File: src/core/wit_pkg.sv
// watch/interval timer: register map, field positions and reset values
// assumes a 34-bit apb byte address (register index times four)
package wit_pkg;

	// ----------------------------------------------------------------
	// register indices; byte address is index times four
	// ----------------------------------------------------------------
	localparam int WIT_ADDR_W = 34;
	localparam logic [31:0] WIT_IDX_WATCH_MODE = 32'hFFFFF680;
	localparam logic [31:0] WIT_IDX_STATUS = 32'hFFFFF681;
	localparam logic [31:0] WIT_IDX_PRESC_MODE = 32'hFFFFF8B0;
	localparam logic [31:0] WIT_IDX_DIV_CMP = 32'hFFFFF8B1;

	// ----------------------------------------------------------------
	// reset values
	// ----------------------------------------------------------------
	localparam logic [7:0] WIT_RST_WATCH_MODE = 8'h00;
	localparam logic [7:0] WIT_RST_PRESC_MODE = 8'h00;
	localparam logic [7:0] WIT_RST_DIV_CMP = 8'h00;

	// ----------------------------------------------------------------
	// watch_mode_control fields
	// ----------------------------------------------------------------
	localparam int WIT_WM_RUN = 0;
	localparam int WIT_WM_CNT_RUN = 1;
	localparam int WIT_WM_PER_LO = 2;
	localparam int WIT_WM_PER_HI = 3;
	localparam int WIT_WM_IVAL_LO = 4;
	localparam int WIT_WM_IVAL_HI = 6;
	localparam int WIT_WM_CLK_SEL = 7;

	// ----------------------------------------------------------------
	// prescaler_mode_control fields; other bits read as zero
	// ----------------------------------------------------------------
	localparam int WIT_PM_SRC_LO = 0;
	localparam int WIT_PM_SRC_HI = 1;
	localparam int WIT_PM_CLK_EN = 4;
	localparam logic [7:0] WIT_PM_MASK = 8'h13;

	// ----------------------------------------------------------------
	// counter geometry
	// ----------------------------------------------------------------
	localparam int WIT_PRE_W = 11;
	localparam int WIT_CNT_W = 5;
	localparam logic [11:0] WIT_IVAL_BASE = 12'h010;
	localparam logic [8:0] WIT_SLOW_TAP = 9'h1FF;

endpackage : wit_pkg

File: src/core/wit_sync.sv
// two-flop synchroniser for the subclock pin plus rising-edge pulse
// assumes the pin toggles slower than half the system clock
`timescale 1ns/100ps
module wit_sync (
	input wire logic sys_clk,
	input wire logic sys_rst,
	input wire logic pin_in,
	output logic rise_q
);
	logic meta_q;
	logic sync_q;
	logic last_q;

	// first flop feeds only the second one
	always_ff @(posedge sys_clk) begin
		if (sys_rst) begin
			meta_q <= 1'b0;
			sync_q <= 1'b0;
			last_q <= 1'b0;
		end else begin
			meta_q <= pin_in;
			sync_q <= meta_q;
			last_q <= sync_q;
		end
	end

	always_ff @(posedge sys_clk) begin
		if (sys_rst) begin
			rise_q <= 1'b0;
		end else begin
			rise_q <= sync_q & ~last_q;
		end
	end
endmodule : wit_sync

File: src/core/wit_count_clock.sv
// main-clock count tick: 2^m source divider then compare divider by 2N
// assumes the settings stay still while enable is high
`timescale 1ns/100ps
module wit_count_clock (
	input wire logic sys_clk,
	input wire logic sys_rst,
	input wire logic enable,
	input wire logic [1:0] src_sel,
	input wire logic [7:0] compare,
	output logic tick_q
);
	logic [2:0] src_cnt_q;
	logic [8:0] half_cnt_q;
	logic [2:0] src_mask;
	logic src_tick;
	logic [8:0] limit;

	assign src_mask = 3'(({1'b0, 3'h1} << src_sel) - 4'h1);
	assign src_tick = (src_cnt_q & src_mask) == src_mask;
	// zero in the register wraps to 511, i.e. N of 256
	assign limit = 9'({compare, 1'b0} - 9'h001);

	always_ff @(posedge sys_clk) begin
		if (sys_rst || !enable) begin
			src_cnt_q <= 3'h0;
		end else begin
			src_cnt_q <= src_cnt_q + 3'h1;
		end
	end

	always_ff @(posedge sys_clk) begin
		if (sys_rst || !enable) begin
			half_cnt_q <= 9'h000;
		end else if (src_tick) begin
			half_cnt_q <= (half_cnt_q == limit) ? 9'h000 :
				half_cnt_q + 9'h001;
		end
	end

	always_ff @(posedge sys_clk) begin
		if (sys_rst) begin
			tick_q <= 1'b0;
		end else begin
			tick_q <= enable & src_tick & (half_cnt_q == limit);
		end
	end
endmodule : wit_count_clock

File: src/core/wit_timer.sv
// watch/interval timer top: apb slave, registers, prescaler, 5-bit counter
// assumes an apb master on sys_clk and a slow subclock on a pin
`timescale 1ns/100ps
module wit_timer (
	input wire logic sys_clk,
	input wire logic sys_rst,
	input wire logic psel,
	input wire logic penable,
	input wire logic pwrite,
	input wire logic [wit_pkg::WIT_ADDR_W-1:0] paddr,
	input wire logic [31:0] pwdata,
	input wire logic [3:0] pstrb,
	output logic [31:0] prdata,
	output logic pready,
	output logic pslverr,
	input wire logic sub_clk_pin,
	output logic watch_irq,
	output logic interval_irq
);
	// ----------------------------------------------------------------
	// register bus
	// ----------------------------------------------------------------
	logic [7:0] watch_mode_control_q;
	logic [7:0] prescaler_mode_control_q;
	logic [7:0] divider_compare_q;
	logic [31:0] prdata_q;
	logic [31:0] idx;
	logic hit_wm;
	logic hit_st;
	logic hit_pm;
	logic hit_dc;
	logic mapped;
	logic wr_en;
	logic [31:0] rd_mux;
	logic [wit_pkg::WIT_PRE_W-1:0] pre_q;
	logic [wit_pkg::WIT_CNT_W-1:0] cnt_q;

	assign idx = paddr[wit_pkg::WIT_ADDR_W-1:2];
	assign hit_wm = idx == wit_pkg::WIT_IDX_WATCH_MODE;
	assign hit_st = idx == wit_pkg::WIT_IDX_STATUS;
	assign hit_pm = idx == wit_pkg::WIT_IDX_PRESC_MODE;
	assign hit_dc = idx == wit_pkg::WIT_IDX_DIV_CMP;
	assign mapped = hit_wm | hit_st | hit_pm | hit_dc;
	// zero wait states; read data is captured in the setup cycle
	assign pready = 1'b1;
	assign pslverr = psel & penable & ~mapped;
	assign wr_en = psel & penable & pwrite & pstrb[0];
	assign prdata = prdata_q;

	always_comb begin
		rd_mux = 32'h0000_0000;
		if (hit_wm) begin
			rd_mux = {24'h000000, watch_mode_control_q};
		end else if (hit_pm) begin
			rd_mux = {24'h000000, prescaler_mode_control_q};
		end else if (hit_dc) begin
			rd_mux = {24'h000000, divider_compare_q};
		end else if (hit_st) begin
			rd_mux = {16'h0000, pre_q, cnt_q};
		end
	end

	always_ff @(posedge sys_clk) begin
		if (sys_rst) begin
			prdata_q <= 32'h0000_0000;
		end else if (psel && !penable && !pwrite) begin
			prdata_q <= rd_mux;
		end
	end

	// whole-byte writes cover the bitwise access too
	always_ff @(posedge sys_clk) begin
		if (sys_rst) begin
			watch_mode_control_q <= wit_pkg::WIT_RST_WATCH_MODE;
		end else if (wr_en && hit_wm) begin
			watch_mode_control_q <= pwdata[7:0];
		end
	end

	always_ff @(posedge sys_clk) begin
		if (sys_rst) begin
			prescaler_mode_control_q <= wit_pkg::WIT_RST_PRESC_MODE;
		end else if (wr_en && hit_pm) begin
			prescaler_mode_control_q <= pwdata[7:0] & wit_pkg::WIT_PM_MASK;
		end
	end

	// no guard against writes while running; software must not do it
	always_ff @(posedge sys_clk) begin
		if (sys_rst) begin
			divider_compare_q <= wit_pkg::WIT_RST_DIV_CMP;
		end else if (wr_en && hit_dc) begin
			divider_compare_q <= pwdata[7:0];
		end
	end

	// ----------------------------------------------------------------
	// watch clock selection
	// ----------------------------------------------------------------
	logic clk_en;
	logic brg_tick;
	logic sub_tick;
	logic wtick;
	logic run;
	logic cnt_run;

	assign clk_en = prescaler_mode_control_q[wit_pkg::WIT_PM_CLK_EN];
	assign run = watch_mode_control_q[wit_pkg::WIT_WM_RUN];
	assign cnt_run = watch_mode_control_q[wit_pkg::WIT_WM_CNT_RUN];

	wit_count_clock u_count_clock (
		.sys_clk(sys_clk),
		.sys_rst(sys_rst),
		.enable(clk_en),
		.src_sel(prescaler_mode_control_q[wit_pkg::WIT_PM_SRC_HI:
			wit_pkg::WIT_PM_SRC_LO]),
		.compare(divider_compare_q),
		.tick_q(brg_tick)
	);

	// subclock is asynchronous; only its synchronised edge is used
	wit_sync u_sub_sync (
		.sys_clk(sys_clk),
		.sys_rst(sys_rst),
		.pin_in(sub_clk_pin),
		.rise_q(sub_tick)
	);

	assign wtick = watch_mode_control_q[wit_pkg::WIT_WM_CLK_SEL] ?
		(brg_tick & clk_en) : sub_tick;

	// ----------------------------------------------------------------
	// 11-bit prescaler and interval interrupt
	// ----------------------------------------------------------------
	logic [11:0] ival_mask;
	logic ival_hit;
	logic slow_tick;
	logic interval_irq_q;

	assign ival_mask = (wit_pkg::WIT_IVAL_BASE <<
		watch_mode_control_q[wit_pkg::WIT_WM_IVAL_HI:
		wit_pkg::WIT_WM_IVAL_LO]) - 12'h001;
	assign ival_hit = wtick &
		((pre_q & ival_mask[10:0]) == ival_mask[10:0]);
	assign slow_tick = wtick & (pre_q[8:0] == wit_pkg::WIT_SLOW_TAP);

	// runs on bit 0 alone, so clearing bit 1 does not disturb it
	always_ff @(posedge sys_clk) begin
		if (sys_rst || !run) begin
			pre_q <= '0;
		end else if (wtick) begin
			pre_q <= pre_q + 11'h001;
		end
	end

	always_ff @(posedge sys_clk) begin
		if (sys_rst) begin
			interval_irq_q <= 1'b0;
		end else begin
			interval_irq_q <= run & ival_hit;
		end
	end

	assign interval_irq = interval_irq_q;

	// ----------------------------------------------------------------
	// 5-bit counter and watch interrupt
	// ----------------------------------------------------------------
	logic cnt_src;
	logic cnt_top;
	logic watch_irq_q;

	// codes 1x count the watch clock, 0x count it over 2^9
	assign cnt_src = watch_mode_control_q[wit_pkg::WIT_WM_PER_HI] ?
		wtick : slow_tick;
	assign cnt_top = watch_mode_control_q[wit_pkg::WIT_WM_PER_LO] ?
		(&cnt_q[3:0]) : (&cnt_q);

	// prescaler phase is not reset by bit 1, so the first period may run short
	always_ff @(posedge sys_clk) begin
		if (sys_rst || !run || !cnt_run) begin
			cnt_q <= '0;
		end else if (cnt_src) begin
			cnt_q <= cnt_top ? 5'h00 : cnt_q + 5'h01;
		end
	end

	always_ff @(posedge sys_clk) begin
		if (sys_rst) begin
			watch_irq_q <= 1'b0;
		end else begin
			watch_irq_q <= run & cnt_run & cnt_src & cnt_top;
		end
	end

	assign watch_irq = watch_irq_q;

	// ----------------------------------------------------------------
	// checks
	// ----------------------------------------------------------------
	logic [12:0] gap_q;
	logic seen_q;
	logic [12:0] gap_exp;

	// shift widened to three bits so m of 3 shifts by four, not zero
	assign gap_exp = ((divider_compare_q == 8'h00) ? 13'h0100 :
		{5'h00, divider_compare_q}) <<
		({1'b0, prescaler_mode_control_q[wit_pkg::WIT_PM_SRC_HI:
		wit_pkg::WIT_PM_SRC_LO]} + 3'h1);

	always_ff @(posedge sys_clk) begin
		if (sys_rst || !clk_en) begin
			gap_q <= 13'h0001;
			seen_q <= 1'b0;
		end else if (brg_tick) begin
			gap_q <= 13'h0001;
			seen_q <= 1'b1;
		end else begin
			gap_q <= gap_q + 13'h0001;
		end
	end
endmodule : wit_timer

File: config.mk
export PLATFORM = sky130hd
export DESIGN_NAME = wit_timer
export DESIGN_NICKNAME = d
export VERILOG_FILES = /design/src/core/wit_pkg.sv /design/src/core/wit_sync.sv /design/src/core/wit_count_clock.sv /design/src/core/wit_timer.sv
export SDC_FILE = /design/constraint.sdc
export NUM_CORES = 1
export LEC_CHECK = 0
export BUFFER_PORTS_ARGS = -buffer_cell sky130_fd_sc_hd__clkbuf_2
export CORE_MARGIN = 2
export CORE_UTILIZATION = 55
export DETAILED_ROUTE_END_ITERATION = 6
export GPL_ROUTABILITY_DRIVEN = 0
export MAX_ROUTING_LAYER = met4
export PLACE_DENSITY = 0.95
export SLEW_MARGIN = 5
export SYNTH_ARGS = -nofsm -noshare
export SYNTH_HDL_FRONTEND = slang
export SYNTH_SLANG_ARGS = --single-unit
File: constraint.sdc
create_clock -name sys_clk -period 3.2 [get_ports sys_clk]
set_input_delay 0.48 -clock sys_clk [delete_from_list [all_inputs] [get_ports sys_clk]]
set_output_delay 0.48 -clock sys_clk [all_outputs]
set_load 0.1 [all_outputs]
==> out/results.ini <==
[floorplanning]
std_cell_rows=29
die_w_um=84.0
die_area_um2=7060
die_h_um=84.0
start_util=0.561
num_io_pins=112
core_area_um2=6280

[final_layout]
final_area_um2=4040
finalNetCount=544
fillers=490
final_cells=543
fin_util=0.643
syn_to_final_growth_pct=14.8
final_common_cell=dfxtp_1
multiInputGateArea_um2=1940
n_antenna_cell=0
final_cell_mix=70 x dfxtp_1, 66 x nor2_1, 65 x clkbuf_2, 24 x mux2i_1, 18 x nand2_1
drive_gt1_frac=0.208
ff_latch_area_um2=1400

[detailed_routing]
drt_pass1_iterations=4
wl_um=8820
ant_nets=0
avgRoutedWirePerCell_um=16.2
via_count=3179
first_iter_violations=277
drc=0
post_drt_via_cell_ratio=5.85

[sta]
period_needed_ns=2.44
fmax_ghz=0.411
fin_setup_tns_ns=0
period_share=0.761
hold_violations=0
whs_ns=0.337
finClkSkew_ns=0.0106
relSlewSlack=0.441
setup_violations=0
worstMarginPinSlew_ns=0.832
final_max_slew_viol_count=0
rsz0062_at_grt=false

[worst_setup_path]
crit_start=paddr[10]
cpMaxStageDelayCell=nor4_4
arrival_ns=1.96
cp.required_ns=2.72
max_stage_delay_ns=0.45
r2r-end=u_count_clock.half_cnt_q[7]
rr_worst_depth=8
cp_max_fo=5
cpMostUsedCell=clkbuf_2
worstSetupStartpointType=primary input
crit_chain=clkbuf_2 > nand3b_1 > nor4_4 > inv_1 > a21oi_1 > nor2_1 > clkbuf_2
reg2reg_from=divider_compare_q[0]
worstSetupEndpoint=pslverr
worstSetupPathType=in -> out
crit_path_end_kind=output pin
reg2reg_slack_ns=0.81

[global_route]
grt_antenna_before_repair=0
grt_overflow=0
grt_max_degree=28
grt.total_usage=0.261
grt_pass1_wl_um=14200
first_global_vias=3053

[job]
cap_viol_max_count=0

[synth]
syn_inst=400
synth_warnings=0
synth_area_um2=3520
synth.avg_cell_area_um2=8.80
synthArstFlopShare=0
synth_seq_cells=70
seq_area_frac_synth=0.398
synth-edff-count=0
synth_flop_cell=dfxtp_1
synth_cell_types=50

[hold_path]
holdPathStages=2
hold_start=sub_clk_pin
hold_path.class=in -> reg

[clock_network]
cts.clk_slew.worst_paths_ns=0.07
clockBufferDepth=2
cts_tree=done
cts.sinks=70
postCtsResizedCells=0
postCtsSetupRepairBufs=0
insertion_delay_ns=0.36
clockRootBuffer=clkbuf_8
htree_num_levels=3
cts_buffers=9
ctsHoldBuffers=0

[place]
numPortBuffers=65
dp_hpwl_um=6140
dp.cells=527
place_area_um2=3820

[power_and_ir_drop]
p_per_area_nw_per_um2=461
ir_drop_uv=357
p_leak_nw=1.55

[run_status]
outcome=completed

per-layer routing:
metal	up-vias	wire [µm]	global-route usage
met2	147	4310	0.439
met3	30	630	0.0485
li1	1491	-	-
met1	1511	3520	0.289
met4	0	354	0.154
met5	-	0	-
final cells by class:
type,count,area share
clock buffers,13,0.0369
clock inverters,3,0.0167
inverters,13,0.0121
multi-input cells,301,0.481
flip-flops and latches,70,0.347
well taps,77,0.0239
repair buffers,66,0.0824
through the flow:
step / setup WS (ns) / total power, W
floorplan: 0.543 / 0.00106
global placement: 0.805 / 0.00108
detailed placement: 0.810 / 0.00109
CTS: 0.785 / 0.00186
global route: 0.598 / 0.00191
finish: 0.765 / 0.00186
worst max-delay path, delay by kind of cell:
family / cells / cell delay [ns]
AOI/OAI and AO/OA: 1 / 0.18
buffers and inverters: 3 / 0.54
and+or+nand+nor: 3 / 0.74
cell usage after synthesis (2+ instances only):
| library cell | count | area [µm²] |
|---|---|---|
| dfxtp_1 | 70 | 1400 |
| nor2_1 | 66 | 248 |
| mux2i_1 | 24 | 240 |
| nand2_1 | 18 | 67.6 |
| buf_4 | 17 | 128 |
| a21oi_1 | 16 | 80.1 |
| xnor2_1 | 15 | 131 |
| inv_1 | 13 | 48.8 |
| nor3_1 | 13 | 65.1 |
| nand4_1 | 12 | 75.1 |
| o21ai_0 | 12 | 60.1 |
| a22oi_1 | 11 | 82.6 |
| clkbuf_1 | 11 | 41.3 |
| xor2_1 | 11 | 96.3 |
| nand3_1 | 9 | 45.0 |
| ha_1 | 7 | 87.6 |
| nor2b_1 | 7 | 43.8 |
| and3_1 | 6 | 37.5 |
| or3_1 | 6 | 37.5 |
| a221oi_1 | 4 | 35.0 |
| mux2_2 | 4 | 45.0 |
| nand3b_1 | 4 | 30.0 |
| nor4_1 | 4 | 25.0 |
| a211oi_1 | 3 | 22.5 |
| and2_1 | 3 | 18.8 |
| nand2b_1 | 3 | 18.8 |
| a32oi_1 | 2 | 17.5 |
| buf_2 | 2 | 10.0 |
| conb_1 | 2 | 7.51 |
| nor3_2 | 2 | 20.0 |
| nor4_2 | 2 | 25.0 |
| nor4_4 | 2 | 42.5 |
| o211ai_1 | 2 | 15.0 |
worst min-delay path by stage:
stage,end,slack (ns)
CTS,u_sub_sync.meta_q,0.34
floorplan,u_sub_sync.rise_q,0.37
global placement,u_sub_sync.rise_q,0.37
global route,u_sub_sync.meta_q,0.37
detailed placement,u_sub_sync.rise_q,0.38
finish,u_sub_sync.meta_q,0.34
flip-flops by register name (all words and copies together), names as in the netlist, 3 cells and up:
register / flops
prescaler_mode_control_q: 3
watch_mode_control_q: 8
prdata: 16
u_count_clock.half_cnt_q: 9
cnt_q: 5
pre_q: 11
u_count_clock.src_cnt_q: 3
divider_compare_q: 8
power breakdown:
group / switching, W / total [W] / internal (W)
Sequential: 0.00000278 / 0.000878 / 0.000875
Clock: 0.000332 / 0.000793 / 0.000461
Combinational: 0.000155 / 0.000189 / 0.0000338
Total: 0.000490 / 0.00186 / 0.00137
kinds of logic after synthesis:
kind of cell               after synthesis  share of synthesized area
and+or+nand+nor                        164                      0.252
DFF                                     70                      0.398
AOI/OAI and AO/OA                       59                      0.111
buffers and inverters                   44                     0.0658
muxes                                   28                     0.0811
xor gates and xnor gates                26                     0.0647
adders and majority gates                7                     0.0249
other                                    2                    0.00213
Power figures use the tool's default switching activity.
